## src/clpsc_pkg.sv

```systemverilog
// Package for the core low-power state controller: encodings and timing counts
package clpsc_pkg;

	// ****************************************
	// Core states and package states
	// ****************************************
	typedef enum logic [2:0] {
		CLPSC_C0,
		CLPSC_C1_HALT,
		CLPSC_C1_MONITOR_WAIT_INSTRUCTION,
		CLPSC_C2,
		CLPSC_C3,
		CLPSC_C4,
		CLPSC_SNOOP
	} clpsc_core_t;

	// Package state codes on o_pkg_state, ordered shallow to deep
	localparam logic [1:0] PKG_NORMAL     = 2'h0;
	localparam logic [1:0] PKG_STOP_GRANT = 2'h1;
	localparam logic [1:0] PKG_DEEP_SLEEP = 2'h2;
	localparam logic [1:0] PKG_DEEPER     = 2'h3;

	// Depth codes of a core request (hint or level read)
	localparam logic [1:0] REQ_C1 = 2'h0;
	localparam logic [1:0] REQ_C2 = 2'h1;
	localparam logic [1:0] REQ_C3 = 2'h2;
	localparam logic [1:0] REQ_C4 = 2'h3;

	// Level-read offsets within the power block (index 4,5,6 -> level 2,3,4 reads, depth from the hint fields)
	localparam logic [3:0] PBLK_LVL2 = 4'h4;
	localparam logic [3:0] PBLK_LVL3 = 4'h5;
	localparam logic [3:0] PBLK_LVL4 = 4'h6;

	// Field positions of the hint configuration in the misc enable word
	localparam int HINT_LVL2_LSB = 0;
	localparam int HINT_LVL3_LSB = 2;
	localparam int HINT_LVL4_LSB = 4;

	// Stop-grant entry bound after the acknowledge response phase
	localparam int STOP_GRANT_MAX_CLKS = 20;
	localparam int STOP_GRANT_DLY      = 4;

	// Number of cores in the package
	localparam int NUM_CORES = 2;

endpackage : clpsc_pkg

```

## src/clpsc_core_fsm.sv

```systemverilog
// Per-core low-power state machine
`timescale 1ns/100ps
module clpsc_core_fsm
	import clpsc_pkg::*;
(
	// Clock and reset
	input  wire logic              i_clk,
	input  wire logic              i_rst,
	// Requests
	input  wire logic              i_halt,
	input  wire logic              i_monitor_wait_instruction,
	input  wire logic [1:0]        i_monitor_wait_instruction_hint,
	input  wire logic              i_lvl_req,
	input  wire logic [1:0]        i_lvl_depth,
	// Events, already synchronised
	input  wire logic              i_wake,
	input  wire logic              i_monitor_event,
	input  wire logic              i_snoop,
	input  wire logic              i_snoop_done,
	input  wire logic              i_smi_resume_halt,
	// State
	output clpsc_pkg::clpsc_core_t o_state,
	output logic [1:0]             o_depth,
	output logic                   o_flush
);
	import clpsc_pkg::*;

	clpsc_core_t state;
	clpsc_core_t resume;
	clpsc_core_t next_state;
	clpsc_core_t next_resume;
	logic        idle_req;
	logic [1:0]  req_depth;
	clpsc_core_t req_state;
	logic        in_halt;
	logic        in_deep;

	// Level reads act like a monitor-wait with the configured hint, except that hint C1 enters C1 halt
	assign idle_req  = i_halt | i_monitor_wait_instruction | i_lvl_req;
	assign req_depth = i_lvl_req ? i_lvl_depth : i_monitor_wait_instruction_hint;
	assign in_halt   = (state == CLPSC_C1_HALT) | (state == CLPSC_C1_MONITOR_WAIT_INSTRUCTION);
	assign in_deep   = (state == CLPSC_C3) | (state == CLPSC_C4);

	// Level reads need no armed monitor, so the request alone is enough
	always_comb begin
		req_state = CLPSC_C1_MONITOR_WAIT_INSTRUCTION;
		if (i_halt) begin
			req_state = CLPSC_C1_HALT;
		end else begin
			unique case (req_depth)
				REQ_C1: req_state = i_lvl_req ? CLPSC_C1_HALT : CLPSC_C1_MONITOR_WAIT_INSTRUCTION;
				REQ_C2: req_state = CLPSC_C2;
				REQ_C3: req_state = CLPSC_C3;
				REQ_C4: req_state = CLPSC_C4;
			endcase
		end
	end

	// Transition logic
	always_comb begin
		next_state  = state;
		next_resume = resume;
		unique case (state)
			CLPSC_C0: begin
				if (idle_req) begin
					next_state = req_state;
				end else if (i_smi_resume_halt) begin
					next_state = CLPSC_C1_HALT;
				end
			end
			CLPSC_C1_HALT, CLPSC_C1_MONITOR_WAIT_INSTRUCTION, CLPSC_C2: begin
				if (i_wake || (state == CLPSC_C1_MONITOR_WAIT_INSTRUCTION && i_monitor_event)) begin
					next_state = CLPSC_C0;
				end else if (i_snoop) begin
					next_resume = state;
					next_state  = CLPSC_SNOOP;
				end
			end
			CLPSC_C3, CLPSC_C4: begin
				// Snoops are ignored here: caches are already flushed
				if (i_wake || i_monitor_event) begin
					next_state = CLPSC_C0;
				end
			end
			CLPSC_SNOOP: begin
				if (i_snoop_done) begin
					next_state = resume;
				end
			end
		endcase
	end

	// Reset initialises at once from any state
	always_ff @(posedge i_clk) begin
		if (i_rst) begin
			state  <= CLPSC_C0;
			resume <= CLPSC_C0;
		end else begin
			state  <= next_state;
			resume <= next_resume;
		end
	end

	// Depth shown to the package combiner; snoop counts as its parked state
	always_comb begin
		o_depth = PKG_NORMAL;
		unique case ((state == CLPSC_SNOOP) ? resume : state)
			CLPSC_C2: o_depth = PKG_STOP_GRANT;
			CLPSC_C3: o_depth = PKG_DEEP_SLEEP;
			CLPSC_C4: o_depth = PKG_DEEPER;
			default:  o_depth = PKG_NORMAL;
		endcase
	end

	assign o_state = state;
	// One-cycle flush pulse on the way into a deep state
	assign o_flush = (state == CLPSC_C0) & idle_req & ((req_state == CLPSC_C3) |
		(req_state == CLPSC_C4));

	// ****************************************
	// Checks
	// ****************************************
	a_deep_snoop_stays: assert property (@(posedge i_clk) disable iff (i_rst)
		in_deep && i_snoop && !i_wake && !i_monitor_event |=> $stable(state))
		else $error("deep state left on snoop");
	a_halt_wake_c0: assert property (@(posedge i_clk) disable iff (i_rst)
		in_halt && i_wake |=> state == CLPSC_C0)
		else $error("halt not woken");
	a_snoop_returns: assert property (@(posedge i_clk) disable iff (i_rst)
		state == CLPSC_SNOOP && i_snoop_done |=> state == $past(resume))
		else $error("snoop did not return");
	a_deep_wake_c0: assert property (@(posedge i_clk) disable iff (i_rst)
		in_deep && (i_wake || i_monitor_event) |=> state == CLPSC_C0)
		else $error("deep state not woken");
	c_snoop_in_c2: cover property (@(posedge i_clk) state == CLPSC_C2 ##1 state == CLPSC_SNOOP);
	c_enter_c4: cover property (@(posedge i_clk) state == CLPSC_C0 ##1 state == CLPSC_C4);
endmodule // clpsc_core_fsm

```

## src/clpsc_ctrl.sv

```systemverilog
// Top of the core and package low-power state controller
//
// Functional notes
// - Core C0/C1 map to Normal, C2 Stop Grant, C3 Deep Sleep, C4 Deeper Sleep.
// - Package entry is requested by a level-read I/O read to the chipset.
// - Level reads become monitor-wait requests; no bus I/O read is issued.
// - Level reads work without a monitor address being set up.
// - Hint per level read comes from a misc enable configuration field.
// - Break event while stop-clock asserted drives pending-break-event output.
// - Halt enters C1 halt; SMI, init, local irqs, bus irq return C0.
// - Reset initialises immediately from any core state.
// - SMI handler resumes in Normal or C1 halt.
// - Stop-clock in C1 halt returns to halt after its release.
// - C1 halt serves snoops in a snoop sub-state, then returns.
// - C1 monitor-wait is like halt and also wakes on monitor event.
// - C2 from level-2 read or hint; acknowledge cycle only with stop-clock.
// - C2 serves only snoops through a sub-state, then returns to C2.
// - C3 from level-3 read or hint; flush first-level cache before entry.
// - C3 stops core clocks, keeps state and armed monitor.
// - Snoop in C3 leaves the core in C3.
// - C3 wakes to C0 on monitor, SMI, init, local irq, bus irq.
// - C4 like C3; both cores in C4 request Deeper Sleep.
// - Stop-grant entered within 20 bus clocks after acknowledge response.
// - Stop-clock release returns core to its previous low-power state.
`timescale 1ns/100ps
module clpsc_ctrl
	import clpsc_pkg::*;
#(
	parameter int NCORE = clpsc_pkg::NUM_CORES
) (
	// Clock and reset
	input  wire logic             i_clk,
	input  wire logic             i_rst,
	// Per-core software requests (core clock domain)
	input  wire logic [NCORE-1:0] i_halt,
	input  wire logic [NCORE-1:0] i_monitor_wait_instruction,
	input  wire logic [2*NCORE-1:0] i_monitor_wait_instruction_hint,
	input  wire logic [NCORE-1:0] i_pblk_rd,
	input  wire logic [4*NCORE-1:0] i_pblk_addr,
	input  wire logic [NCORE-1:0] i_monitor_event,
	input  wire logic [NCORE-1:0] i_smi_resume_halt,
	// Misc enable hint configuration, three 2-bit fields
	input  wire logic [5:0]       i_misc_enable_msr,
	// Bus side events
	input  wire logic             i_snoop,
	input  wire logic             i_snoop_done,
	input  wire logic             i_bus_irq_msg,
	input  wire logic             i_ack_resp,
	// Pins from the chipset (asynchronous)
	input  wire logic             i_stop_clock_request_n,
	input  wire logic             i_system_mgmt_irq_n,
	input  wire logic             i_init_n,
	input  wire logic [1:0]       i_local_irq_pins,
	input  wire logic             i_break_event,
	// Outputs
	output logic                  o_pending_break_event_n,
	output logic                  o_stop_grant_ack,
	output logic                  o_stop_grant,
	output logic                  o_level_read_request,
	output logic [1:0]            o_pkg_state,
	output logic [NCORE-1:0]      o_core_clk_stop,
	output logic [NCORE-1:0]      o_l1_flush,
	output logic [3*NCORE-1:0]    o_core_state
);
	import clpsc_pkg::*;

	// ****************************************
	// Pin synchronisers
	// ****************************************
	logic [5:0] pin_meta;
	logic [5:0] pin_sync;
	wire  [5:0] pin_raw = {i_break_event, i_local_irq_pins, ~i_init_n,
		~i_system_mgmt_irq_n, ~i_stop_clock_request_n};

	// Two flops; only the second stage is used by logic
	always_ff @(posedge i_clk) begin
		if (i_rst) begin
			pin_meta <= 6'h00;
			pin_sync <= 6'h00;
		end else begin
			pin_meta <= pin_raw;
			pin_sync <= pin_meta;
		end
	end

	wire stop_clk  = pin_sync[0];
	wire brk_event = pin_sync[5];
	// Any interrupt source that ends a halt or deep state
	wire wake      = |pin_sync[4:1] | i_bus_irq_msg;

	// ****************************************
	// Cores
	// ****************************************
	logic [2*NCORE-1:0] depth;
	logic [3*NCORE-1:0] core_st;
	logic [NCORE-1:0]   flush;
	logic [NCORE-1:0]   clk_stop;

	genvar g;
	generate
		for (g = 0; g < NCORE; g++) begin : g_core
			wire [3:0]   addr = i_pblk_addr[4*g +: 4];
			wire         is_l2 = addr == PBLK_LVL2;
			wire         is_l3 = addr == PBLK_LVL3;
			wire         is_l4 = addr == PBLK_LVL4;
			wire         hit   = i_pblk_rd[g] & (is_l2 | is_l3 | is_l4);
			// Hint per level taken from the misc enable fields
			wire [1:0]   hint  = is_l2 ? i_misc_enable_msr[HINT_LVL2_LSB +: 2] :
				is_l3 ? i_misc_enable_msr[HINT_LVL3_LSB +: 2] :
				i_misc_enable_msr[HINT_LVL4_LSB +: 2];
			clpsc_core_t st;

			assign core_st[3*g +: 3] = 3'(st);

			clpsc_core_fsm u_core (
				.i_clk             (i_clk),
				.i_rst             (i_rst),
				.i_halt            (i_halt[g]),
				.i_monitor_wait_instruction           (i_monitor_wait_instruction[g]),
				.i_monitor_wait_instruction_hint      (i_monitor_wait_instruction_hint[2*g +: 2]),
				.i_lvl_req         (hit),
				.i_lvl_depth       (hint),
				.i_wake            (wake),
				.i_monitor_event   (i_monitor_event[g]),
				.i_snoop           (i_snoop),
				.i_snoop_done      (i_snoop_done),
				.i_smi_resume_halt (i_smi_resume_halt[g]),
				.o_state           (st),
				.o_depth           (depth[2*g +: 2]),
				.o_flush           (flush[g])
			);
			// Deep states stop the clocks of this core only
			assign clk_stop[g] = (st == CLPSC_C3) | (st == CLPSC_C4);
		end
	endgenerate

	// Core codes registered in one process so the whole output has one driver
	always_ff @(posedge i_clk) begin
		if (i_rst) begin
			o_core_state <= '0;
		end else begin
			o_core_state <= core_st;
		end
	end

	// ****************************************
	// Package state: shallowest core wins
	// ****************************************
	logic [1:0] pkg_min;
	always_comb begin
		pkg_min = PKG_DEEPER;
		for (int i = 0; i < NCORE; i++) begin
			if (depth[2*i +: 2] < pkg_min) begin
				pkg_min = depth[2*i +: 2];
			end
		end
	end

	// ****************************************
	// Stop-grant handshake
	// ****************************************
	// Acknowledge only when stop-clock is up and every core parked in C2 or deeper
	logic [4:0] sg_cnt;
	logic       sg_wait;
	logic       ack_sent;
	wire        want_ack = stop_clk & (pkg_min != PKG_NORMAL) & !ack_sent;
	wire        sg_hit   = sg_wait & (sg_cnt == 5'(STOP_GRANT_DLY));

	always_ff @(posedge i_clk) begin
		if (i_rst) begin
			ack_sent <= 1'b0;
			sg_wait  <= 1'b0;
			sg_cnt   <= 5'h00;
		end else begin
			ack_sent <= stop_clk & (ack_sent | want_ack);
			sg_wait  <= stop_clk & ((sg_wait & !sg_hit) | i_ack_resp);
			sg_cnt   <= (sg_wait & stop_clk) ? sg_cnt + 5'h01 : 5'h00;
		end
	end

	// Registered outputs; stop-grant drops with stop-clock, the cores kept
	// their own states so they resume where they were
	always_ff @(posedge i_clk) begin
		if (i_rst) begin
			o_stop_grant_ack        <= 1'b0;
			o_stop_grant            <= 1'b0;
			o_pending_break_event_n <= 1'b1;
			o_level_read_request    <= 1'b0;
			o_pkg_state             <= PKG_NORMAL;
			o_core_clk_stop         <= '0;
			o_l1_flush              <= '0;
		end else begin
			o_stop_grant_ack        <= want_ack;
			o_stop_grant            <= stop_clk & (o_stop_grant | sg_hit);
			o_pending_break_event_n <= !(stop_clk & brk_event);
			// The chipset is asked by a level read each time the package goes deeper
			o_level_read_request    <= pkg_min > o_pkg_state;
			o_pkg_state             <= pkg_min;
			o_core_clk_stop         <= clk_stop;
			o_l1_flush              <= flush;
		end
	end

	// ****************************************
	// Checks
	// ****************************************
	a_pbe_follows_break: assert property (@(posedge i_clk) disable iff (i_rst)
		stop_clk && brk_event |=> !o_pending_break_event_n)
		else $error("pending break not asserted");
	a_pbe_needs_stop: assert property (@(posedge i_clk) disable iff (i_rst)
		!stop_clk |=> o_pending_break_event_n)
		else $error("pending break without stop-clock");
	a_ack_needs_stop: assert property (@(posedge i_clk) disable iff (i_rst)
		o_stop_grant_ack |-> $past(stop_clk))
		else $error("acknowledge without stop-clock");
	a_sg_within_bound: assert property (@(posedge i_clk) disable iff (i_rst)
		i_ack_resp && stop_clk ##1 stop_clk[*7] |-> o_stop_grant)
		else $error("stop-grant late");
	a_sg_release: assert property (@(posedge i_clk) disable iff (i_rst)
		!stop_clk |=> !o_stop_grant)
		else $error("stop-grant held after release");
	a_pkg_map: assert property (@(posedge i_clk) disable iff (i_rst)
		1'b1 |=> o_pkg_state == $past(pkg_min))
		else $error("package state wrong");
	a_pkg_shallow: assert property (@(posedge i_clk) disable iff (i_rst)
		o_pkg_state == PKG_DEEPER |-> $past(depth) == {NCORE{PKG_DEEPER}})
		else $error("deeper sleep without all cores in C4");
	a_reset_normal: assert property (@(posedge i_clk)
		i_rst |=> o_pkg_state == PKG_NORMAL && o_pending_break_event_n)
		else $error("reset did not initialise");
	a_lvl_on_deeper: assert property (@(posedge i_clk) disable iff (i_rst)
		1'b1 |-> o_level_read_request == (o_pkg_state > $past(o_pkg_state)))
		else $error("level read request does not match package entry");
	c_deeper: cover property (@(posedge i_clk) o_pkg_state == PKG_DEEPER);
	c_stop_grant: cover property (@(posedge i_clk) o_stop_grant);
	c_break: cover property (@(posedge i_clk) !o_pending_break_event_n);
endmodule // clpsc_ctrl

```

## config.mk

```make
export PLATFORM = sky130hd
export DESIGN_NAME = clpsc_ctrl
export DESIGN_NICKNAME = d
export VERILOG_FILES = /design/src/clpsc_pkg.sv /design/src/clpsc_core_fsm.sv /design/src/clpsc_ctrl.sv
export SDC_FILE = /design/constraint.sdc
export NUM_CORES = 1
export LEC_CHECK = 0
export ABC_AREA = 1
export BUFFER_PORTS_ARGS = -buffer_cell sky130_fd_sc_hd__clkbuf_2
export CORE_MARGIN = 8
export CORE_UTILIZATION = 30
export DETAILED_ROUTE_END_ITERATION = 10
export HOLD_SLACK_MARGIN = 0.1
export SLEW_MARGIN = 0
export SYNTH_ARGS = -nofsm -noshare
export SYNTH_HDL_FRONTEND = slang
export SYNTH_HIERARCHICAL = 1
export SYNTH_SLANG_ARGS = --single-unit
export TNS_END_PERCENT = 100
```

## constraint.sdc

```tcl
create_clock -name i_clk -period 5.1 [get_ports i_clk]
set_input_delay 0.255 -clock i_clk [delete_from_list [all_inputs] [get_ports i_clk]]
set_output_delay 0.255 -clock i_clk [all_outputs]
set_load 0.05 [all_outputs]
```

### After elaboration in Yosys (flattened, before gate mapping)

Index checks and enable logic that the tools add are counted.

| word-level totals | value |
|---|---|
| bits in registers | 47 |
| input bits | 40 |
| output and inout bits | 16 |
| word-level logic and storage cells | 156 |

| operators by class | value |
|---|---|
| add/sub/neg operators | 1 |
| $lt $le $gt $ge | 3 |
| equal/unequal tests | 43 |
| multiplexer cells | 31 |
| bitwise gates (word level) | 37 |
| reduce and logical (&&, ||, !) cells | 24 |

Operators with widths:

| operator | count |
|---|---|
| $pmux W3 S4 | 4 |
| $mux W3 | 15 |
| $eq A3 B3 Y1 const B | 14 |
| $eq A4 B3 Y1 const B | 6 |
| $mux W2 | 10 |
| $eq A3 B2 Y1 const B | 6 |
| $or A1 B1 Y1 | 16 |
| $and A1 B1 Y1 | 15 |
| $ne A3 B2 Y1 const B | 4 |
| $pmux W2 S3 | 2 |
| $eq A2 B2 Y1 const B | 4 |
| $reduce_and A4 Y1 | 2 |
| $eq A3 B1 Y1 const B | 2 |
| $logic_not A3 Y1 | 2 |
| $not A1 Y1 | 6 |
| $reduce_and A3 Y1 | 2 |
| $reduce_or A2 Y1 | 3 |
| $reduce_or A3 Y1 | 2 |
| $add A5 B1 Y5 const B | 1 |
| $eq A5 B3 Y1 const B | 1 |
| $eq A2 B1 Y1 const B | 2 |
| $logic_not A2 Y1 | 2 |
| $logic_or A1 B1 Y1 | 4 |
| $ne A2 B1 Y1 const B | 2 |
| 8 further kinds | 12 |

### Depth between registers and ports, before layout

Gate-level depths: netlist (run 1).

| logic depth | value |
|---|---|
| depth in word-level cells | 13 |
| gate-level depth with buffers | 15 |
| depth with buffers taken out | 15 |

### Cells and area by module

Netlist (run 1), hierarchy kept.

By module, submodules not included:

| module | times used | cells each | area an instance (um^2) | seq. area each (um^2) |
|---|---|---|---|---|
| clpsc_ctrl | 1 | 178 | 1407.6 | 700.7 |
| clpsc_core_fsm | 2 | 84 | 524.3 | 120.1 |

### Least setup slack after synthesis (run 1)

Ideal clock, no wire load.

| path | value |
|---|---|
| path kind | register -> register |
| start | register g_core[0].u_core.state[2] |
| end | register o_level_read_request |
| setup time | 0.086 ns |
| data arrival time | 1.818 ns |
| required time | 5.014 ns |
| setup slack | 3.197 ns |
| stages on the path, launching flop included | 11 |
| path buffers | 1 |
| period minus slack after synthesis | 1.903 ns |
| cell sequence | dfxtp_1 nand3_2 o21ai_2 nor2_1 clkbuf_1 ha_1 nand2_1 nand2_1 nand2_2 ha_1 a211oi_1 |

| between the ends | value |
|---|---|
| longest elaborated chain between the ends | 9 |
| elaborated cells between the ends (all ways) | 11 |
| classes of those cells | 3 x order compare; 4 x eq/ne; 4 x mux |

Ends and longest elaborated chain:

| element | line | text |
|---|---|---|
| start: declaration | clpsc_core_fsm.sv:28 | `clpsc_core_t state;` |
| start signal: assignment | clpsc_core_fsm.sv:99 | `state <= next_state;` |
| $eq A3 B3 Y1 | clpsc_core_fsm.sv:107 | `unique case ((state == CLPSC_SNOOP) ? resume : state)` |
| $mux W3 (*) | clpsc_core_fsm.sv:107 |  |
| $eq A3 B3 Y1 / $eq A3 B2 Y1 (equally long branches) | clpsc_core_fsm.sv:107 |  |
| $pmux W2 S3 (*) | clpsc_core_fsm.sv:107 |  |
| net depth[1] | clpsc_ctrl.sv:94 | `logic [2*NCORE-1:0] depth;` |
| $lt A2 B2 Y1 | clpsc_ctrl.sv:153 | `if (depth[2*i +: 2] < pkg_min) begin` |
| $mux W2 (*) | clpsc_ctrl.sv:153 |  |
| $lt A2 B2 Y1 | clpsc_ctrl.sv:153 |  |
| $mux W2 (*) | clpsc_ctrl.sv:153 |  |
| $gt A2 B2 Y1 (*) | clpsc_ctrl.sv:197 | `o_level_read_request <= pkg_min > o_pkg_state;` |
| end signal: assignment | clpsc_ctrl.sv:197 |  |
| end: declaration | clpsc_ctrl.sv:59 | `output logic o_level_read_request,` |

The timed path passes the listed nets; every way through them passes the cells marked *.
A chain may end at the register's enable or synchronous reset.

### Worst setup path in the final report (run 1)

| path | value |
|---|---|
| start | register g_core[1].u_core.state[1] |
| end | register o_level_read_request |

| between the ends | value |
|---|---|
| longest elaborated chain between the ends | 7 |
| elaborated cells between the ends (all ways) | 9 |
| classes of those cells | 2 x order compare; 4 x eq/ne; 3 x mux |

Ends and longest elaborated chain:

| element | line |
|---|---|
| start: declaration | clpsc_core_fsm.sv:28 |
| start signal: assignment | clpsc_core_fsm.sv:99 |
| $eq A3 B3 Y1 | clpsc_core_fsm.sv:107 |
| $mux W3 (*) | clpsc_core_fsm.sv:107 |
| $eq A3 B3 Y1 / $eq A3 B2 Y1 (equally long branches) | clpsc_core_fsm.sv:107 |
| $pmux W2 S3 (*) | clpsc_core_fsm.sv:107 |
| net depth[3] | clpsc_ctrl.sv:94 |
| $lt A2 B2 Y1 | clpsc_ctrl.sv:153 |
| $mux W2 (*) | clpsc_ctrl.sv:153 |
| $gt A2 B2 Y1 (*) | clpsc_ctrl.sv:197 |

Marks and branches as above.

==> results.py, run 1 <==
metrics = {
    "synthesis": {
        "ys_ff_latch": 47,
        "yosysWarnings": 6,
        "synth.most_common_cell": "nand2_1",
        "syn-cell-area_um2": 2460,
        "synth_area_leaders": "dfxtp_1 38%, nand2_1 9.9%, inv_1 9.3%",
        "yosysTopAreaCell": "dfxtp_1",
        "synth_edf_count": 0,
        "synth-async-reset-ratio_pct": 0,
        "synth_top_area_share_pct": 38.3,
        "synth_area_per_cell_um2": 7.10,
        "ys_seq_area_share_pct": 38.3,
        "ys_types": 31,
        "synthTopCellsByCount": "65 x nand2_1, 61 x inv_1, 60 x nor2_1, 47 x dfxtp_1, 16 x nand3_1",
        "synth_ff_type": "dfxtp_1",
        "syn_inst": 346,
        "synth_nets": 392,
    },
    "final_layout": {
        "final_cell_area_um2": 2980,
        "final_nets": 453,
        "final_util_pct": 36.9,
        "antennaDiodeCount": 0,
        "syn_to_final_growth_pct": 21.5,
        "drive_above_1_share_pct": 26.0,
    },
    "setup_path": {
        "required_ns": 5.30,
        "r2r_cells": 8,
        "cpMostUsedCell": "ha_1",
        "critPathMaxStageDelay_ns": 0.53,
        "worstSetupStartpointType": "register",
        "cpMaxStageDelayCell": "dfxtp_1",
        "crit_fanout": 8,
        "r2r_setup_slack_ns": 3.02,
        "arrival_ns": 2.28,
        "worst_r2r_startpoint": "g_core[1].u_core/o_state[1]$_SDFFE_PP0P_",
        "reg2reg_to": "o_level_read_request$_SDFF_PP0_",
        "end_kind": "register",
        "critPathKind": "register to register",
        "path_cells": "nand3_2 -> o21ai_2 -> nor2_1 -> ha_1 -> or2_0 -> nand2_2 -> ha_1 -> a211oi_1",
    },
    "global_route": {
        "gr-total-overflow": 0,
        "antenna_found_initial": 0,
        "grt_pass1_vias": 2064,
        "grt_max_degree": 32,
        "top_usage_layer": "met2",
        "grt_use_met2_pct": 16.4,
        "met3_usage_pct": 2.36,
        "grt_use_total_pct": 9.16,
        "gr-usage-met1_pct": 10.4,
        "grt_pass1_wl_um": 8600,
    },
    "drt": {
        "routedWlPerCell_um": 10.2,
        "dr.pass1.iters": 4,
        "remaining_drc_errors": 0,
        "finalWirelength_um": 5220,
        "via_per_inst": 4.23,
        "final_antenna_net_count": 0,
        "drt_iter0_drc": 51,
        "vias": 2169,
    },
    "clock_tree": {
        "numCtsBuffers": 5,
        "cts_sinks": 47,
        "cts_tree": "done",
        "root_buffer": "clkbuf_8",
        "clk_latency_ns": 0.30,
        "cts_max_level": 2,
        "post_cts_buffers": 0,
        "clk_pin_slew_ns": 0.09,
        "clock_path_buffers": 2,
    },
    "pwr": {
        "seqPwrFrac_pct": 42.9,
        "ir_worst_vdd_uv": 121,
        "p_sw_uw": 349,
        "power_density_nw_per_um2": 336,
        "p_leak_uw": 0.00147,
        "swShare_pct": 34.9,
        "clkPwrFrac_pct": 28.5,
        "pwr-share-comb_pct": 28.6,
        "intPower_uw": 652,
    },
    "placed_design": {
        "gp_congestion": 0.890,
        "dpl_cell_area_um2": 2830,
        "dp_hpwl_um": 4260,
        "io_buffers": 55,
    },
    "sta": {
        "slew_headroom_pct": 45.7,
        "finalHoldViolations": 0,
        "clock.fmax_mhz": 481,
        "period_minus_slack_ns": 2.08,
        "fin_crit_sh_pct": 40.7,
        "fin_setup_tns_ns": 0,
        "tightest_slew_ns": 0.814,
        "skew_ns": 0.00979,
        "setup_viol": 0,
        "finalMaxSlewViolations": 0,
        "rsz0062_at_grt": "no",
    },
    "floorplan": {
        "die-area_um2": 11300,
        "coreArea_um2": 8090,
        "die_w_um": 106,
        "die-height_um": 106,
        "rows": 33,
        "start_util_pct": 30.3,
        "pin_count": 56,
    },
    "outcome": {
        "status": "completed",
    },
    "min_path": {
        "hp-class": "input pin to register",
        "min-delay-start": "i_local_irq_pins[1]",
        "whs_path_depth": 3,
        "hold_end": "pin_meta[4]$_SDFF_PP0_",
    },
    "job": {
        "drv_cap": 0,
    },
}
-- how the worst max path moves through the flow --
| stage | slack (ns) | startpoint | to | depth (start not counted) |
|---|---|---|---|---|
| 4_1_cts | 3.03 | g_core[1].u_core/o_state[1]$_SDFFE_PP0P_ | o_level_read_request$_SDFF_PP0_ | 8 |
| 3_5_place_dp | 3.05 | g_core[1].u_core/o_state[1]$_SDFFE_PP0P_ | o_level_read_request$_SDFF_PP0_ | 8 |
| 2_1_floorplan | 3.20 | g_core[0].u_core/o_state[2]$_SDFFE_PP0P_ | o_level_read_request$_SDFF_PP0_ | 10 |
| 5_1_grt | 2.88 | g_core[1].u_core/o_state[1]$_SDFFE_PP0P_ | o_level_read_request$_SDFF_PP0_ | 8 |
| 6_report | 3.02 | g_core[1].u_core/o_state[1]$_SDFFE_PP0P_ | o_level_read_request$_SDFF_PP0_ | 8 |
| 3_3_place_gp | 3.16 | g_core[1].u_core/o_state[2]$_SDFFE_PP0P_ | o_level_read_request$_SDFF_PP0_ | 8 |
-- critical path, delay by kind of cell, from the launching register on --
family / cells / cell delay [ns]
compound gates: 2 / 0.38
fa+ha+maj: 2 / 0.45
flops: 1 / 0.53
simple gates: 4 / 0.62
-- what timing repair did --
action,4_1_cts,5_1_grt
hold buffers,3,0
endpoints found under the hold margin,3,0
gates resized for setup,0,0
-- state kept, by name, indices dropped and copies added, names as in the netlist --
register,count
pin_meta,6
o_stop_grant,1
o_l1_flush,2
o_stop_grant_ack,1
pin_sync,6
o_pkg_state,2
o_pending_break_event_n,1
o_core_state,6
g_core.u_core/resume,6
o_core_clk_stop,2
o_level_read_request,1
sg_cnt,5
g_core.u_core/o_state,6
ack_sent,1
sg_wait,1
-- per-stage QoR --
stage | hold WS, ns | worst slack, ns | total power, uW | std cells
after floorplan | 0.324 | 3.20 | 658 | 346
after global placement | 0.355 | 3.16 | 722 | 502
after detailed placement | 0.359 | 3.05 | 724 | 502
after CTS | 0.135 | 3.03 | 1010 | 513
after global routing | 0.150 | 2.88 | 1060 | 513
final | 0.141 | 3.02 | 1000 | 513
-- area by class of cell --
type,count,area [um2]
Clock buffer,6,82.6
Clock inverter,2,38.8
Fill cell,886,5110
Inverter,68,255
Multi-Input combinational cell,227,1230
Sequential cell,47,941
Tap cell,105,131
Timing Repair Buffer,58,305
-- per-layer routing --
layer,routed length [um],up-vias,part of all wire (%)
li1,-,1176,-
met1,2330,945,45
met2,2590,43,49
met3,259,5,5.0
met4,45,0,0.86
met5,0,-,0
-- cells in the final DEF (no fill, tap or decap), types with 3 or more instances in the layout --
master,count
nand2_1,65
inv_1,61
nor2_1,60
clkbuf_2,55
dfxtp_1,47
nand3_1,16
a21oi_1,14
nor2_4,10
inv_2,7
nor2_2,6
ha_1,6
clkbuf_8,6
o21ai_0,6
nor3_1,5
o21ai_1,5
nand2_2,5
nand3_2,5
nand3b_1,4
dlygate4sd3_1,3
-- power by group through the flow --
| stage | logic [uW] | clock network [uW] | registers [uW] |
|---|---|---|---|
| 2_1_floorplan | 186 | 0 | 472 |
| 3_3_place_gp | 286 | 0 | 435 |
| 3_5_place_dp | 286 | 0 | 438 |
| 4_1_cts | 289 | 295 | 429 |
| 5_1_grt | 320 | 309 | 434 |
| 6_report | 286 | 286 | 429 |
-- cell families after synthesis --
| kind of cell | Yosys count | share of synthesized area [%] |
|---|---|---|
| AOI/OAI and AO/OA | 34 | 7.95 |
| buffers and inverters | 72 | 11.6 |
| adders and majority gates | 6 | 3.06 |
| and+or+nand+nor | 184 | 38.0 |
| xor gates and xnor gates | 3 | 1.07 |
| DFF | 47 | 38.3 |
Power figures use the tool's default switching activity.
==> inputs of run 2 (changes only) <==
- clock period: 5.1 -> 1.7 ns (I/O delays scaled with it)
==> run 2 against run 1 <==
  * Wire length rose by 4.6%
  * First-iteration DRC count is 49% higher
  * Non-clock buffer count is 19 higher
  * Hold slack gained 0.0029 ns
  * Via count increased by 5.1%
  * Combinational power rose to 3.7 times the previous value
  * Sequential power grew to 3.0 times the previous value
  * Clock skew decreased by 0.0047 ns
  * Worst setup slack got worse by 3.0 ns
  * Critical path depth up 2
  * Die area unchanged
  * Sequential cell count did not move
==> results.py, run 2 (synthesis gave the netlist of run 1 again) <==
metrics = {
    "pwr": {
        "seqPwrFrac_pct": 39.4,
        "pwr-share-comb_pct": 33.1,
        "intPower_uw": 2130,
        "p_sw_uw": 1100,
        "swShare_pct": 34.2,
        "power_density_nw_per_um2": 1000,
        "ir_worst_vdd_uv": 339,
        "p_leak_uw": 0.00157,
        "clkPwrFrac_pct": 27.5,
    },
    "sta": {
        "finalMaxSlewViolations": 0,
        "skew_ns": 0.00505,
        "period_minus_slack_ns": 1.64,
        "setup_viol": 0,
        "rsz0062_at_grt": "yes",
        "slew_headroom_pct": 63.8,
        "worst_slack_ns": 0.0600,
        "finalHoldViolations": 0,
        "clock.fmax_mhz": 610,
        "fin_crit_sh_pct": 96.5,
        "tightest_slew_ns": 0.543,
    },
    "final_layout": {
        "syn_to_final_growth_pct": 31.3,
        "instances_no_fill": 532,
        "mostFrequentLayoutCells": "64 x nand2_1, 58 x inv_1, 58 x nor2_1",
        "fillCellCount": 875,
        "antennaDiodeCount": 0,
        "mostFrequentLayoutCell": "nand2_1",
        "drive_above_1_share_pct": 32.6,
        "final_cell_area_um2": 3220,
        "final_nets": 472,
    },
    "global_route": {
        "grt_pass1_wl_um": 9360,
        "gr-total-overflow": 0,
        "grt_max_degree": 22,
        "grt_pass1_vias": 2281,
        "grt_use_total_pct": 9.82,
        "antenna_found_initial": 0,
    },
    "setup_path": {
        "crit_fanout": 5,
        "end_kind": "register",
        "path_cells": "inv_4 -> nand3_4 -> o21ai_2 -> nor2_2 -> ha_1 -> nand2_1 -> nand2_1 -> nand2_2 -> ha_4 -> a211oi_2",
        "cp-startpoint": "g_core[0].u_core/o_state[0]$_SDFFE_PP0P_",
        "path_buf_inv": 1,
        "worst_r2r_startpoint": "g_core[0].u_core/o_state[0]$_SDFFE_PP0P_",
        "critPathTopFamily": "adder cells",
        "worstSetupStartpointType": "register",
        "cpMostUsedCell": "nand2_1",
        "cpMaxStageDelayCell": "dfxtp_2",
        "required_ns": 1.92,
        "critPathMaxStageDelay_ns": 0.34,
        "critPathKind": "register to register",
        "arrival_ns": 1.86,
    },
    "floorplan": {
        "die-area_um2": 11300,
        "start_util_pct": 30.3,
        "die-height_um": 106,
        "die_w_um": 106,
        "pin_count": 56,
        "rows": 33,
        "coreArea_um2": 8090,
    },
    "drt": {
        "top_layer": "met4",
        "route.met3.wl_um": 260,
        "via_per_inst": 4.29,
        "dr.pass1.iters": 4,
        "vias": 2280,
        "drt_iter0_drc": 76,
        "final_antenna_net_count": 0,
        "dr_wl_met2_um": 2850,
        "finalWirelength_um": 5460,
        "wl_met1_um": 2290,
        "routedWlPerCell_um": 10.3,
        "remaining_drc_errors": 0,
    },
    "clock_tree": {
        "clk_latency_ns": 0.29,
        "cts_tree": "done",
        "cts_max_level": 2,
        "root_buffer": "clkbuf_8",
        "numCtsBuffers": 5,
        "clock_path_buffers": 2,
        "cts_sinks": 47,
        "clk_pin_slew_ns": 0.08,
    },
    "placed_design": {
        "dp_hpwl_um": 4440,
        "gp_congestion": 0.843,
        "dpl_cell_area_um2": 2970,
        "dpl.cell_count": 516,
        "io_buffers": 55,
        "place_ws_ns": -0.0228,
    },
    "job": {
        "drv_cap": 0,
    },
    "outcome": {
        "status": "completed",
    },
    "min_path": {
        "min-delay-start": "i_snoop",
        "hp-class": "input pin to register",
    },
}
run 2: worst paths after layout:
kind / to / slack, ns / depth (start not counted)
max: o_level_read_request$_SDFF_PP0_ / 0.06 / 10
min: g_core[1].u_core/resume[0]$_SDFFE_PP0P_ / 0.14 / 3
max reg2reg: o_level_read_request$_SDFF_PP0_ / 0.06 / 10
min reg2reg: o_pending_break_event_n$_SDFF_PP1_ / 0.38 / 1
run 2: timing repair:
| action | CTS | global route |
|---|---|---|
| hold buffers | 7 | 0 |
| buffers inserted | 0 | 1 |
| hold endpoints to repair | 7 | 0 |
| setup endpoints to repair | 1 | 2 |
| pin swaps | 2 | 3 |
| gates resized for setup | 7 | 8 |
run 2: metal layers:
metal | global-route usage [%] | vias to the layer above
li1 | - | 1220
met1 | 10.4 | 1009
met2 | 18.4 | 44
met3 | 2.36 | 7
met4 | 3.42 | 0
met5 | 0 | -
run 2: power groups by stage:
stage               clock network, uW  logic [uW]  registers (uW)
finish                            888        1070            1270
global route                      961        1180            1290
detailed placement                  0        1010            1290
floorplan                           0         570            1430
CTS                               916        1050            1270
global placement                    0        1000            1290
run 2: worst register-to-register path, stage by stage (launching register included):
cell and delay [ns]:
dfxtp_2 0.34, inv_4 0.09, nand3_4 0.07, o21ai_2 0.17, nor2_2 0.06, ha_1 0.26, nand2_1 0.06, nand2_1 0.05
nand2_2 0.09, ha_4 0.20, a211oi_2 0.16
run 2: metrics by stage:
step                      TNS (ns)  utilization, %  hold slack (ns)  power [uW]
final                            0            39.8            0.144        3230
after global routing       -0.0621            39.8            0.168        3430
after CTS                        0            39.5            0.141        3230
after detailed placement   -0.0228            36.6            0.245        2300
after global placement           0            36.6            0.242        2290
after floorplan            -0.0610               -            0.154        2000
run 2: layout make-up:
cell class              count  area, um2  area share, %
flip-flops and latches     47        956           29.6
clock buffers               7       97.6           3.03
repair buffers             77        458           14.2
multi-input cells         227       1290           40.1
inverters                  68        258           7.99
clock inverters             1       30.0          0.931
well taps                 105        131           4.07
==> inputs of run 3 (changes only) <==
- CORE_ASPECT_RATIO: not set -> 0.8
==> run 3 against run 2 <==
  * The run now ends with setup timing left
  * Total power grew 4.6%
  * Hold slack gained 0.020 ns
  * Sequential power is essentially flat
  * Core utilization grew 2.3 points
  * Worst setup slack lost 0.090 ns
  * Combinational power grew 15%
  * Clock power shrank 2%
  * Via count grew 0.26%
  * Maximum frequency shrank 5.2%
  * Die area grew 0.16%
  * Sequential share of layout area shrank 1.1 points
==> results.py, run 3 (synthesis gave the netlist of run 1 again) <==
metrics = {
    "global_route": {
        "grt_use_total_pct": 9.96,
        "antenna_found_initial": 0,
        "gr-total-overflow": 0,
        "grt_pass1_vias": 2195,
        "grt_max_degree": 15,
        "grt_pass1_wl_um": 9380,
    },
    "floorplan": {
        "die-area_um2": 11400,
        "start_util_pct": 30.9,
        "die-height_um": 96.9,
        "pin_count": 56,
        "die_w_um": 117,
        "rows": 29,
        "coreArea_um2": 7950,
    },
    "placed_design": {
        "dpl.cell_count": 521,
        "io_buffers": 55,
        "dpl_cell_area_um2": 2980,
        "gp_congestion": 0.856,
        "place_ws_ns": -0.108,
        "dp_hpwl_um": 4450,
    },
    "clock_tree": {
        "numCtsBuffers": 5,
        "root_buffer": "clkbuf_8",
        "clk_pin_slew_ns": 0.08,
        "cts_max_level": 2,
        "cts_sinks": 47,
        "cts_tree": "done",
        "clock_path_buffers": 2,
        "clk_latency_ns": 0.29,
    },
    "final_layout": {
        "instances_no_fill": 541,
        "drive_above_1_share_pct": 34.4,
        "final_nets": 478,
        "syn_to_final_growth_pct": 36.4,
        "mostFrequentLayoutCell": "nand2_1",
        "mostFrequentLayoutCells": "63 x nand2_1, 58 x nor2_1, 57 x inv_1",
        "final_cell_area_um2": 3350,
        "antennaDiodeCount": 0,
    },
    "sta": {
        "clock.fmax_mhz": 578,
        "fin_crit_sh_pct": 102,
        "tightest_slew_ns": 0.417,
        "setup_viol": 1,
        "period_minus_slack_ns": 1.73,
        "finalMaxSlewViolations": 0,
        "rsz0062_at_grt": "yes",
        "slew_headroom_pct": 72.2,
        "skew_ns": 0.00597,
        "hold_ws_ns": 0.163,
        "finalHoldViolations": 0,
        "worst_slack_ns": -0.0296,
    },
    "drt": {
        "via_per_inst": 4.23,
        "finalWirelength_um": 5680,
        "drt_iter0_drc": 84,
        "routedWlPerCell_um": 10.5,
        "remaining_drc_errors": 0,
        "dr.pass1.iters": 4,
        "final_antenna_net_count": 0,
        "vias": 2286,
    },
    "pwr": {
        "power_density_nw_per_um2": 1010,
        "ir_worst_vdd_uv": 442,
        "p_leak_uw": 0.00162,
    },
    "setup_path": {
        "critPathTopFamily": "compound AO/OA/AOI/OAI gates",
        "crit_fanout": 4,
        "arrival_ns": 1.94,
        "critPathKind": "register to register",
        "required_ns": 1.91,
        "cpMaxStageDelayCell": "dfxtp_2",
        "path_buf_inv": 1,
        "worstSetupStartpointType": "register",
        "critPathMaxStageDelay_ns": 0.38,
        "path_cells": "inv_1 -> a31oi_4 -> xor2_1 -> a21oi_1 -> or2_4 -> nand2_4 -> ha_4 -> a211oi_2",
        "end_kind": "register",
    },
    "outcome": {
        "violations": "setup timing",
        "status": "finished, violations left",
    },
    "job": {
        "drv_cap": 0,
    },
    "min_path": {
        "hp-class": "input pin to register",
    },
}
-- run 3: cell types whose count changed in the layout (fill, tap and decap cells not counted), sizes merged --
| cell | previous run | this run |
|---|---|---|
| buf | 15 | 21 |
-- run 3: through the flow --
stage / utilization [%] / power, uW / TNS (ns)
CTS: 40.7 / 3260 / -0.0382
detailed placement: 37.6 / 2320 / -0.108
floorplan: - / 2000 / -0.0610
global placement: 37.6 / 2310 / 0
finish: 42.2 / 3380 / -0.0296
global route: 42.2 / 3600 / -0.116
-- run 3: what timing repair did --
action | 4_1_cts | 5_1_grt
setup endpoints to repair | 1 | 3
gates resized for setup | 9 | 20
endpoints found under the hold margin | 7 | 0
pin swaps | 7 | 11
hold buffers | 7 | 0
setup buffers | 1 | 4
-- run 3: power breakdown --
part           switching (uW)  internal, uW  leakage (uW)
registers                73.6          1200      0.000387
logic                     750           475       0.00117
clock network             345           528     0.0000636
-- run 3: metal layers --
metal	up-vias	share of wire, %	track usage, %
li1	1230	-	-
met1	1009	44	11.9
met2	43	50	17.3
met3	4	4.5	2.36
met4	0	1.0	2.46
met5	-	0	0
-- run 3: layout make-up --
| type | instances | area [um2] |
|---|---|---|
| inverters | 68 | 260 |
| well taps | 108 | 135 |
| flip-flops and latches | 47 | 956 |
| clock buffers | 7 | 97.6 |
| repair buffers | 83 | 503 |
| multi-input cells | 227 | 1370 |
| fillers | 808 | 4600 |
| clock inverters | 1 | 30.0 |
-- run 3: worst paths after layout --
check / startpoint / depth (start not counted) / slack, ns / to
max: g_core[1].u_core/o_state[1]$_SDFFE_PP0P_ / 8 / -0.03 / o_level_read_request$_SDFF_PP0_
min: i_halt[1] / 6 / 0.16 / o_l1_flush[1]$_SDFF_PP0_
max reg2reg: g_core[1].u_core/o_state[1]$_SDFFE_PP0P_ / 8 / -0.03 / o_level_read_request$_SDFF_PP0_
min reg2reg: pin_sync[5]$_SDFF_PP0_ / 1 / 0.38 / o_pending_break_event_n$_SDFF_PP1_
-- run 3: tightest hold or removal path: stages --
cell	delay (ns)
clkbuf_2	0.10
nor2_1	0.04
nand2_1	0.07
nor2_1	0.04
inv_1	0.04
nor2_1	0.03
